**config.mk**
```make
export PLATFORM = sky130hd
export DESIGN_NAME = lcd_command_decoder
export DESIGN_NICKNAME = d
export VERILOG_FILES = /design/src/pkg/lcd_cmd_pkg.sv /design/src/logic/lcd_command_decoder.sv
export SDC_FILE = /design/constraint.sdc
export NUM_CORES = 1
export LEC_CHECK = 0
export BUFFER_PORTS_ARGS = -buffer_cell sky130_fd_sc_hd__buf_2
export CAP_MARGIN = 0
export CORE_MARGIN = 4
export CORE_UTILIZATION = 57
export CTS_BUF_LIST = sky130_fd_sc_hd__clkbuf_4
export DETAILED_ROUTE_END_ITERATION = 8
export PLACE_DENSITY = 0.95
export SLEW_MARGIN = 15
export SYNTH_ARGS = -nofsm -noshare
export SYNTH_HDL_FRONTEND = slang
export SYNTH_SLANG_ARGS = --single-unit
```
**constraint.sdc**
```tcl
create_clock -name SYS_CLK -period 5 [get_ports SYS_CLK]
set_input_delay 0.25 -clock SYS_CLK [delete_from_list [all_inputs] [get_ports SYS_CLK]]
set_output_delay 0.25 -clock SYS_CLK [all_outputs]
set_load 0.1 [all_outputs]
```
**src/pkg/lcd_cmd_pkg.sv**
```systemverilog
/*
 Constants for the display command decoder: opcodes, field positions,
 reset values and limits.
 Assumes nothing of its surroundings.
*/
package lcd_cmd_pkg;
    localparam logic [7:0] OP_VOLUME     = 8'h81;
    localparam logic [7:0] OP_SYS_RESET  = 8'he2;
    localparam logic [7:0] OP_CURSOR_SET = 8'he0;
    localparam logic [7:0] OP_CURSOR_CLR = 8'hee;
    localparam logic [7:0] OP_ADV_CTRL   = 8'hfa;
    localparam logic [3:0] NIB_PAGE      = 4'hb;
    localparam logic [3:0] NIB_VFLIP     = 4'hc;
    localparam logic [4:0] PFX_RATIO     = 5'h04;
    localparam logic [6:0] PFX_ALL_ON    = 7'h52;
    localparam logic [6:0] PFX_INVERT    = 7'h53;
    localparam logic [6:0] PFX_ENABLE    = 7'h57;
    localparam logic [6:0] PFX_HFLIP     = 7'h50;
    localparam logic [6:0] PFX_BIAS      = 7'h51;
    localparam logic [2:0] RATIO_RST     = 3'h4;
    localparam logic [5:0] VOLUME_RST    = 6'h20;
    localparam logic [7:0] ADV_CTRL_RST  = 8'h90;
    localparam logic [7:0] COL_LAST      = 8'h83;
    localparam logic [3:0] BANK_LAST     = 4'h8;
    localparam int         BIT_ALL_ON    = 1;
    localparam int         BIT_INVERT    = 0;
    localparam int         BIT_ENABLE    = 2;
    localparam int         BIT_VFLIP     = 3;
    localparam int         BIT_TSLOPE    = 7;
    localparam int         BIT_WRAP_ROW  = 0;
    localparam int         BIT_WRAP_COL  = 1;
    typedef enum logic [1:0] {
        ST_IDLE   = 2'b00,
        ST_VOLUME = 2'b01,
        ST_ADV    = 2'b10
    } seq_state_t;
    typedef enum logic [1:0] {
        PWR_SLEEP = 2'b00,
        PWR_WAKE  = 2'b01,
        PWR_POWER = 2'b10,
        PWR_ON    = 2'b11
    } pwr_state_t;
endpackage

```
**src/logic/lcd_command_decoder.sv**
```systemverilog
/*
 Command decoder of a graphic display controller: takes host bytes with a
 command/data select and keeps the control state and RAM address pointers.
 Assumes one host byte per cycle at most, synchronous to SYS_CLK, and that
 the host waits for BUSY_FLAG low before a new command.
*/
// Overview of operation
// Byte 1011xxxx loads the row bank index, legal values 0 to 8.
// Banks 0-7 map eight common lines each; bank 8 drives the icon row.
// Byte 00100xxx loads supply control bits from byte bits [2:0]; reset value 100b.
// Byte 81h then next control byte loads six-bit contrast volume; reset 32.
// All-on flag forces every segment output on; RAM untouched; reset 0.
// Invert flag outputs inverse of RAM data on segments.
// Display enable 1 runs wake, power restore, then driver enable.
// Horizontal flip reverses column mapping immediately; resets to 0.
// Byte 1100xxxx stores bit 3 as vertical flip.
// Byte E2h returns every control register to its default.
// Bias select picks panel bias ratio; resets to 0.
// Byte E0h sets cursor mode and saves the column pointer.
// In cursor mode writes increment column without wrap.
// In cursor mode reads leave the column pointer unchanged.
// Byte EEh clears cursor mode and restores the saved column.
// Byte FAh then next byte loads slope bit 7 and wrap bits 1:0.
// Slope select 0 gives -0.05 percent per degree, 1 gives -0.11.
// Wrap bit 0 enables row bank wrap, bit 1 column wrap.
// Select 0 means control byte, 1 data; read-not-write 1 means read.
// Host issues commands only while busy flag reads 0.
// RAM accesses address row bank index with column pointer 0 to 131; here cursor mode writes can step the column past 131.
// Column wraps to 0 after 131 if wrap bit 1 is set, else holds at 131; row advances and wraps after 8 if bit 0 is set.
// System reset restores vertical flip 0 and advanced byte 90h.
`timescale 1ns/1ps
module lcd_command_decoder #(
    parameter int COL_W  = 8,
    parameter int BANK_W = 4
) (
    input  wire logic              SYS_CLK,
    input  wire logic              SYS_RST,
    input  wire logic              BYTE_VALID,
    input  wire logic              CMD_DATA_SEL,
    input  wire logic              READ_NOT_WRITE,
    input  wire logic [7:0]        HOST_BYTE,
    input  wire logic [7:0]        RAM_RDATA,
    output logic      [BANK_W-1:0] ROW_BANK_INDEX,
    output logic      [COL_W-1:0]  COLUMN_POINTER,
    output logic                   RAM_WRITE,
    output logic                   RAM_READ,
    output logic      [7:0]        RAM_WDATA,
    output logic      [7:0]        SEG_DATA,
    output logic                   ICON_ROW_OUTPUT,
    output logic      [2:0]        SUPPLY_CTRL_BITS,
    output logic      [5:0]        CONTRAST_VOLUME,
    output logic      [2:0]        PANEL_OUTPUT_FLAGS,
    output logic                   HORIZONTAL_FLIP,
    output logic                   VERTICAL_FLIP,
    output logic                   BIAS_SELECT,
    output logic                   CURSOR_MODE_FLAG,
    output logic      [COL_W-1:0]  SAVED_COLUMN,
    output logic      [7:0]        ADVANCED_CTRL_BYTE,
    output logic                   TEMP_SLOPE_SELECT,
    output logic      [1:0]        WRAP_ENABLES,
    output logic                   SLEEP_EXIT,
    output logic                   POWER_RESTORE,
    output logic                   DRIVERS_ENABLE,
    output logic                   BUSY_FLAG
);
    import lcd_cmd_pkg::*;

    // ------------------------------------------------------------
    // Byte classification
    // ------------------------------------------------------------
    seq_state_t  seq_reg;
    seq_state_t  seq_next;
    pwr_state_t  pwr_reg;
    pwr_state_t  pwr_next;
    logic [BANK_W-1:0] bank_reg;
    logic [COL_W-1:0]  col_reg;
    logic [COL_W-1:0]  saved_reg;
    logic [2:0]  ratio_reg;
    logic [5:0]  volume_reg;
    logic [2:0]  flags_reg;
    logic        hflip_reg;
    logic        vflip_reg;
    logic        bias_reg;
    logic        cursor_reg;
    logic [7:0]  adv_reg;
    logic [7:0]  seg_reg;
    logic [7:0]  wdata_reg;

    wire ctl_wr   = BYTE_VALID && !CMD_DATA_SEL && !READ_NOT_WRITE;
    wire dat_wr   = BYTE_VALID && CMD_DATA_SEL && !READ_NOT_WRITE;
    wire dat_rd   = BYTE_VALID && CMD_DATA_SEL && READ_NOT_WRITE;
    wire plain    = ctl_wr && (seq_reg == ST_IDLE);
    wire vol_arg  = ctl_wr && (seq_reg == ST_VOLUME);
    wire adv_arg  = ctl_wr && (seq_reg == ST_ADV);
    wire is_page  = plain && HOST_BYTE[7:4] == NIB_PAGE;
    wire is_ratio = plain && HOST_BYTE[7:3] == PFX_RATIO;
    wire is_allon = plain && HOST_BYTE[7:1] == PFX_ALL_ON;
    wire is_inv   = plain && HOST_BYTE[7:1] == PFX_INVERT;
    wire is_en    = plain && HOST_BYTE[7:1] == PFX_ENABLE;
    wire is_hflip = plain && HOST_BYTE[7:1] == PFX_HFLIP;
    wire is_vflip = plain && HOST_BYTE[7:4] == NIB_VFLIP;
    wire is_bias  = plain && HOST_BYTE[7:1] == PFX_BIAS;
    wire is_rst   = SYS_RST || (plain && HOST_BYTE == OP_SYS_RESET);
    wire is_cset  = plain && HOST_BYTE == OP_CURSOR_SET;
    wire is_cclr  = plain && HOST_BYTE == OP_CURSOR_CLR;

    // ------------------------------------------------------------
    // Pointer advance after a data access
    // ------------------------------------------------------------
    wire col_end  = col_reg >= COL_W'(COL_LAST);
    wire wrap_col = adv_reg[BIT_WRAP_COL] && !cursor_reg;
    wire wrap_row = adv_reg[BIT_WRAP_ROW];
    wire step_col = dat_wr || (dat_rd && !cursor_reg);

    logic [COL_W-1:0]  col_next;
    logic [BANK_W-1:0] bank_next;
    always_comb begin
        col_next  = col_reg;
        bank_next = bank_reg;
        if (is_page) begin
            bank_next = HOST_BYTE[BANK_W-1:0];
        end else if (is_cclr) begin
            col_next = saved_reg;
        end else if (step_col) begin
            if (col_end && wrap_col) begin
                col_next = '0;
                if (wrap_row) begin
                    bank_next = (bank_reg >= BANK_W'(BANK_LAST)) ? '0 : bank_reg + 1'b1;
                end
            end else if (!col_end || cursor_reg) begin
                col_next = col_reg + 1'b1;
            end
        end
    end

    // ------------------------------------------------------------
    // Two-byte command sequencing
    // ------------------------------------------------------------
    always_comb begin
        seq_next = seq_reg;
        if (is_rst) begin
            seq_next = ST_IDLE;
        end else if (plain && HOST_BYTE == OP_VOLUME) begin
            seq_next = ST_VOLUME;
        end else if (plain && HOST_BYTE == OP_ADV_CTRL) begin
            seq_next = ST_ADV;
        end else if (vol_arg || adv_arg) begin
            seq_next = ST_IDLE;
        end
    end

    // ------------------------------------------------------------
    // Display enable power-up order
    // ------------------------------------------------------------
    always_comb begin
        pwr_next = pwr_reg;
        unique case (pwr_reg)
            PWR_SLEEP: if (flags_reg[BIT_ENABLE]) pwr_next = PWR_WAKE;
            PWR_WAKE:  pwr_next = PWR_POWER;
            PWR_POWER: pwr_next = PWR_ON;
            PWR_ON:    if (!flags_reg[BIT_ENABLE]) pwr_next = PWR_SLEEP;
        endcase
        if (is_rst) begin
            pwr_next = PWR_SLEEP;
        end
    end

    // ------------------------------------------------------------
    // Segment output from RAM data
    // ------------------------------------------------------------
    wire [7:0] seg_next = flags_reg[BIT_ALL_ON] ? 8'hff :
                          (flags_reg[BIT_INVERT] ? ~RAM_RDATA : RAM_RDATA);

    // ------------------------------------------------------------
    // State registers
    // ------------------------------------------------------------
    always_ff @(posedge SYS_CLK) begin
        seq_reg   <= seq_next;
        pwr_reg   <= pwr_next;
        seg_reg   <= SYS_RST ? 8'h00 : seg_next;
        wdata_reg <= SYS_RST ? 8'h00 : (dat_wr ? HOST_BYTE : wdata_reg);
        if (SYS_RST) begin
            col_reg  <= '0;
            bank_reg <= '0;
        end else begin
            col_reg  <= col_next;
            bank_reg <= bank_next;
        end
    end

    always_ff @(posedge SYS_CLK) begin
        if (is_rst) begin
            ratio_reg  <= RATIO_RST;
            volume_reg <= VOLUME_RST;
            flags_reg  <= '0;
            hflip_reg  <= 1'b0;
            vflip_reg  <= 1'b0;
            bias_reg   <= 1'b0;
            cursor_reg <= 1'b0;
            saved_reg  <= '0;
            adv_reg    <= ADV_CTRL_RST;
        end else begin
            if (is_ratio) ratio_reg <= HOST_BYTE[2:0];
            if (vol_arg) volume_reg <= HOST_BYTE[5:0];
            if (is_allon) flags_reg[BIT_ALL_ON] <= HOST_BYTE[0];
            if (is_inv) flags_reg[BIT_INVERT] <= HOST_BYTE[0];
            if (is_en) flags_reg[BIT_ENABLE] <= HOST_BYTE[0];
            if (is_hflip) hflip_reg <= HOST_BYTE[0];
            if (is_vflip) vflip_reg <= HOST_BYTE[BIT_VFLIP];
            if (is_bias) bias_reg <= HOST_BYTE[0];
            if (is_cset) begin
                cursor_reg <= 1'b1;
                saved_reg  <= col_reg;
            end
            if (is_cclr) cursor_reg <= 1'b0;
            if (adv_arg) adv_reg <= HOST_BYTE;
        end
    end

    // ------------------------------------------------------------
    // Outputs
    // ------------------------------------------------------------
    assign ROW_BANK_INDEX     = bank_reg;
    assign COLUMN_POINTER     = col_reg;
    assign RAM_WRITE          = dat_wr;
    assign RAM_READ           = dat_rd;
    assign RAM_WDATA          = wdata_reg;
    assign SEG_DATA           = seg_reg;
    assign ICON_ROW_OUTPUT    = bank_reg == BANK_W'(BANK_LAST);
    assign SUPPLY_CTRL_BITS   = ratio_reg;
    assign CONTRAST_VOLUME    = volume_reg;
    assign PANEL_OUTPUT_FLAGS = flags_reg;
    assign HORIZONTAL_FLIP    = hflip_reg;
    assign VERTICAL_FLIP      = vflip_reg;
    assign BIAS_SELECT        = bias_reg;
    assign CURSOR_MODE_FLAG   = cursor_reg;
    assign SAVED_COLUMN       = saved_reg;
    assign ADVANCED_CTRL_BYTE = adv_reg;
    assign TEMP_SLOPE_SELECT  = adv_reg[BIT_TSLOPE];
    assign WRAP_ENABLES       = adv_reg[1:0];
    assign SLEEP_EXIT         = pwr_reg != PWR_SLEEP;
    assign POWER_RESTORE      = pwr_reg == PWR_POWER || pwr_reg == PWR_ON;
    assign DRIVERS_ENABLE     = pwr_reg == PWR_ON;
    assign BUSY_FLAG          = pwr_reg == PWR_WAKE || pwr_reg == PWR_POWER;
endmodule

```
==> impl_metrics.csv <==
group,metric,value,unit
final_layout,fin_area,0.00348,mm²
synth,synth.distinct_cells,48,
floorplan,die_width,80.1,µm
drt,route.detailed.drc,0,
clock_tree,cts_tree,"done",
synth,syn_area_per_cell,8.50,µm²
timing,hold_viol_final,0,
timing,min_period,2.90,ns
synth,synth_seq_cells,64,
synth,synth-main-ff-cell,"dfxtp_1",
clock_tree,cts_resized,0,
clock_tree,cts_buffer_depth,2,
timing,fin_ws,2.10,ns
setup_path,timing.rr.end,"ADVANCED_CTRL_BYTE[5]",
timing,timing.fmax,345,MHz
floorplan,core_area,0.00488,mm²
setup_path,arrival,3.12,ns
setup_path,crit_type,"flop to flop",
flow_run,max_cap_viol_count,0,
floorplan,die_h,80.1,µm
timing,max_slew_margin,27.1,%
drt,num_vias,2786,
clock_tree,cts_setup_buffers,0,
power_and_ir_drop,peakVddDrop,267,µV
synth,synthArstFlopShare,0,%
final_layout,final_cell_mix,"90 x buf_2, 65 x nor2_1, 64 x dfxtp_1, 28 x nand2_1, 26 x mux2i_1",
final_layout,final_common_cell,"buf_2",
clock_tree,cts_max_level,3,
setup_path,worstPathBufferInverterCount,0,
power_and_ir_drop,combPwrFrac,19.8,%
timing,setup_viol,0,
global_routing,grt_max_degree,37,
clock_tree,post_cts_hold_buffer_count,0,
timing,fin_crit_sh,57.9,%
placed_design,dp_hpwl,5220,µm
setup_path,crit_chain,"or4b_1, nor3_2, a21o_1, nor2_1",
power_and_ir_drop,netSwitchingFraction,33.5,%
hold_path,hp-start,"RAM_RDATA[7]",
power_and_ir_drop,power_leakage,1.71,nW
drt,drt_wl_total,7200,µm
global_routing,first_global_vias,2542,
hold_path,hold_path_class,"input pin to flop",
drt,detail-route-antenna-nets,0,
final_layout,layout.nets,455,
setup_path,crit_path_top_delay_cell,"a21o_1",
drt,drtIter0Drc,164,
setup_path,slowest_delay,0.93,ns
timing,slew_violations,0,
drt,wl_per_cell,14.5,µm
setup_path,r2r_start,"seq_reg[1]",
drt,avgViaCountPerCell,5.62,
drt,drt_pre_antenna_iters,4,
synth,seq_area_frac_synth,43.2,%
timing,grt_setup_unrepaired,"no",
clock_tree,numCtsBuffers,9,
setup_path,rrSetupSlack,2.10,ns
synth,synth_cells,349,
timing,tns,0,ns
placed_design,place_congestion,0.931,
clock_tree,clkTransAtPathRegs,0.09,ns
synth,ys_warn_count,0,
power_and_ir_drop,p_int,652,µW
power_and_ir_drop,p_seq_share,53.8,%
final_layout,diodes,0,
power_and_ir_drop,p_per_area,282,mW/mm²
clock_tree,cts_sinks,64,
placed_design,place_worst_setup_slack,2.10,ns
hold_path,hold_depth,4,
floorplan,initial_core_util,60.8,%
final_layout,area_delta_synth_final,17.3,%
floorplan,core.rowCount,25,
power_and_ir_drop,clockPowerShare,26.4,%
global_routing,grt.total_usage,23.3,%
power_and_ir_drop,p_sw,328,µW
placed_design,port_buffers,90,
setup_path,critPathCaptureType,"flop",
clock_tree,clk_latency,0.39,ns
global_routing,gr-total-overflow,0,
timing,worst_pin_slew,1.09,ns
outcome,outcome,"completed",
setup_path,path_max_fanout,36,
placed_design,dp.cells,483,
setup_path,critPathRequiredTime,5.22,ns
global_routing,antenna_found_initial,0,
floorplan,num_io_pins,91,
setup_path,r2r_cells,4,
power_and_ir_drop,total_power,980,µW
synth,synth_fp_nets,377,
floorplan,dieArea,0.00642,mm²
setup_path,critical_path.top_delay_family,"simple AND/OR/NAND/NOR gates",
placed_design,place_area,0.00339,mm²
setup_path,cp-start-kind,"flop",
final_layout,instances_no_fill,496,
clock_tree,cts_root_buf,"clkbuf_4",
hold_path,min_to,"SEG_DATA[7]",
timing,fin_skew,0.00679,ns
final_layout,drive_gt1_share,27.3,%
global_routing,grt_pass1_wl,11800,µm
synth,synth_edf_count,0,
synth,syn_area,0.00297,mm²
-- worst min-delay path, delay by kind of cell --
family | cells | cell delay [ns]
xor+xnor | 1 | 0.05
buf+inv | 1 | 0.08
simple gates | 2 | 0.12
-- synth_stat cells (6+ instances only) --
cell	count	share of area [%]
mux2i_1	26	8.8
clkbuf_1	12	1.5
inv_1	11	1.4
buf_2	6	1.0
ha_1	7	3.0
nand2_1	28	3.5
nand3_1	20	3.4
nor4_1	6	1.3
dfxtp_1	64	43
a211oi_1	6	1.5
a21oi_1	24	4.0
nor3_1	8	1.3
nor2_1	65	8.2
xor2_1	9	2.7
-- worst max-delay path by stage --
stage	startpoint	cells after the start	to	slack [ns]
detailed placement	READ_NOT_WRITE	5	ADVANCED_CTRL_BYTE[5]	2.10
global route	seq_reg[1]	4	ADVANCED_CTRL_BYTE[5]	1.91
finish	seq_reg[1]	4	ADVANCED_CTRL_BYTE[5]	2.10
CTS	seq_reg[1]	4	ADVANCED_CTRL_BYTE[5]	2.12
global placement	READ_NOT_WRITE	5	SUPPLY_CTRL_BITS[2]	2.29
floorplan	COLUMN_POINTER[0]	6	ROW_BANK_INDEX[1]	2.18
-- metrics by stage --
stage | utilization, % | hold WS (ns)
floorplan | - | 0.379
global placement | 69.4 | 0.437
detailed placement | 69.4 | 0.447
CTS | 71.2 | 0.127
global route | 71.3 | 0.159
finish | 71.3 | 0.149
-- cells by family (layout without fill, tap and decap cells) --
family | count (synthesis) | in the layout | share of synthesized area (%)
simple gates | 156 | 156 | 25.2
mux | 26 | 26 | 8.77
compound gates | 53 | 53 | 12.1
fa+ha+maj | 7 | 7 | 2.95
buf+inv | 34 | 114 | 5.19
xor+xnor | 9 | 9 | 2.66
flops | 64 | 64 | 43.2
-- final cells by class --
cell class	count	area, µm²
Clock buffer	10	75.1
Clock inverter	3	12.5
Fill cell	406	1400
Inverter	11	41.3
Multi-Input combinational cell	251	1540
Sequential cell	64	1280
Tap cell	67	83.8
Timing Repair Buffer	90	450
-- power groups by stage --
| stage | Combinational (mW) | Clock [mW] | Sequential [mW] |
|---|---|---|---|
| 6_report | 0.194 | 0.259 | 0.527 |
| 5_1_grt | 0.205 | 0.290 | 0.529 |
| 4_1_cts | 0.194 | 0.266 | 0.527 |
| 3_5_place_dp | 0.194 | 0 | 0.539 |
| 3_3_place_gp | 0.188 | 0 | 0.539 |
| 2_1_floorplan | 0.102 | 0 | 0.594 |
-- routing by layer --
metal  share of wire (%)  routed length [µm]  global-route usage, %  vias up
li1                    -                   -                      -     1361
met1                  44                3130                   29.7     1301
met2                  48                3440                   37.6      112
met3                 7.0                 502                   4.15       12
met4                 1.6                 116                   11.5        0
met5                   0                   0                      0        -
Note: power is estimated with default switching activity, not from simulation.
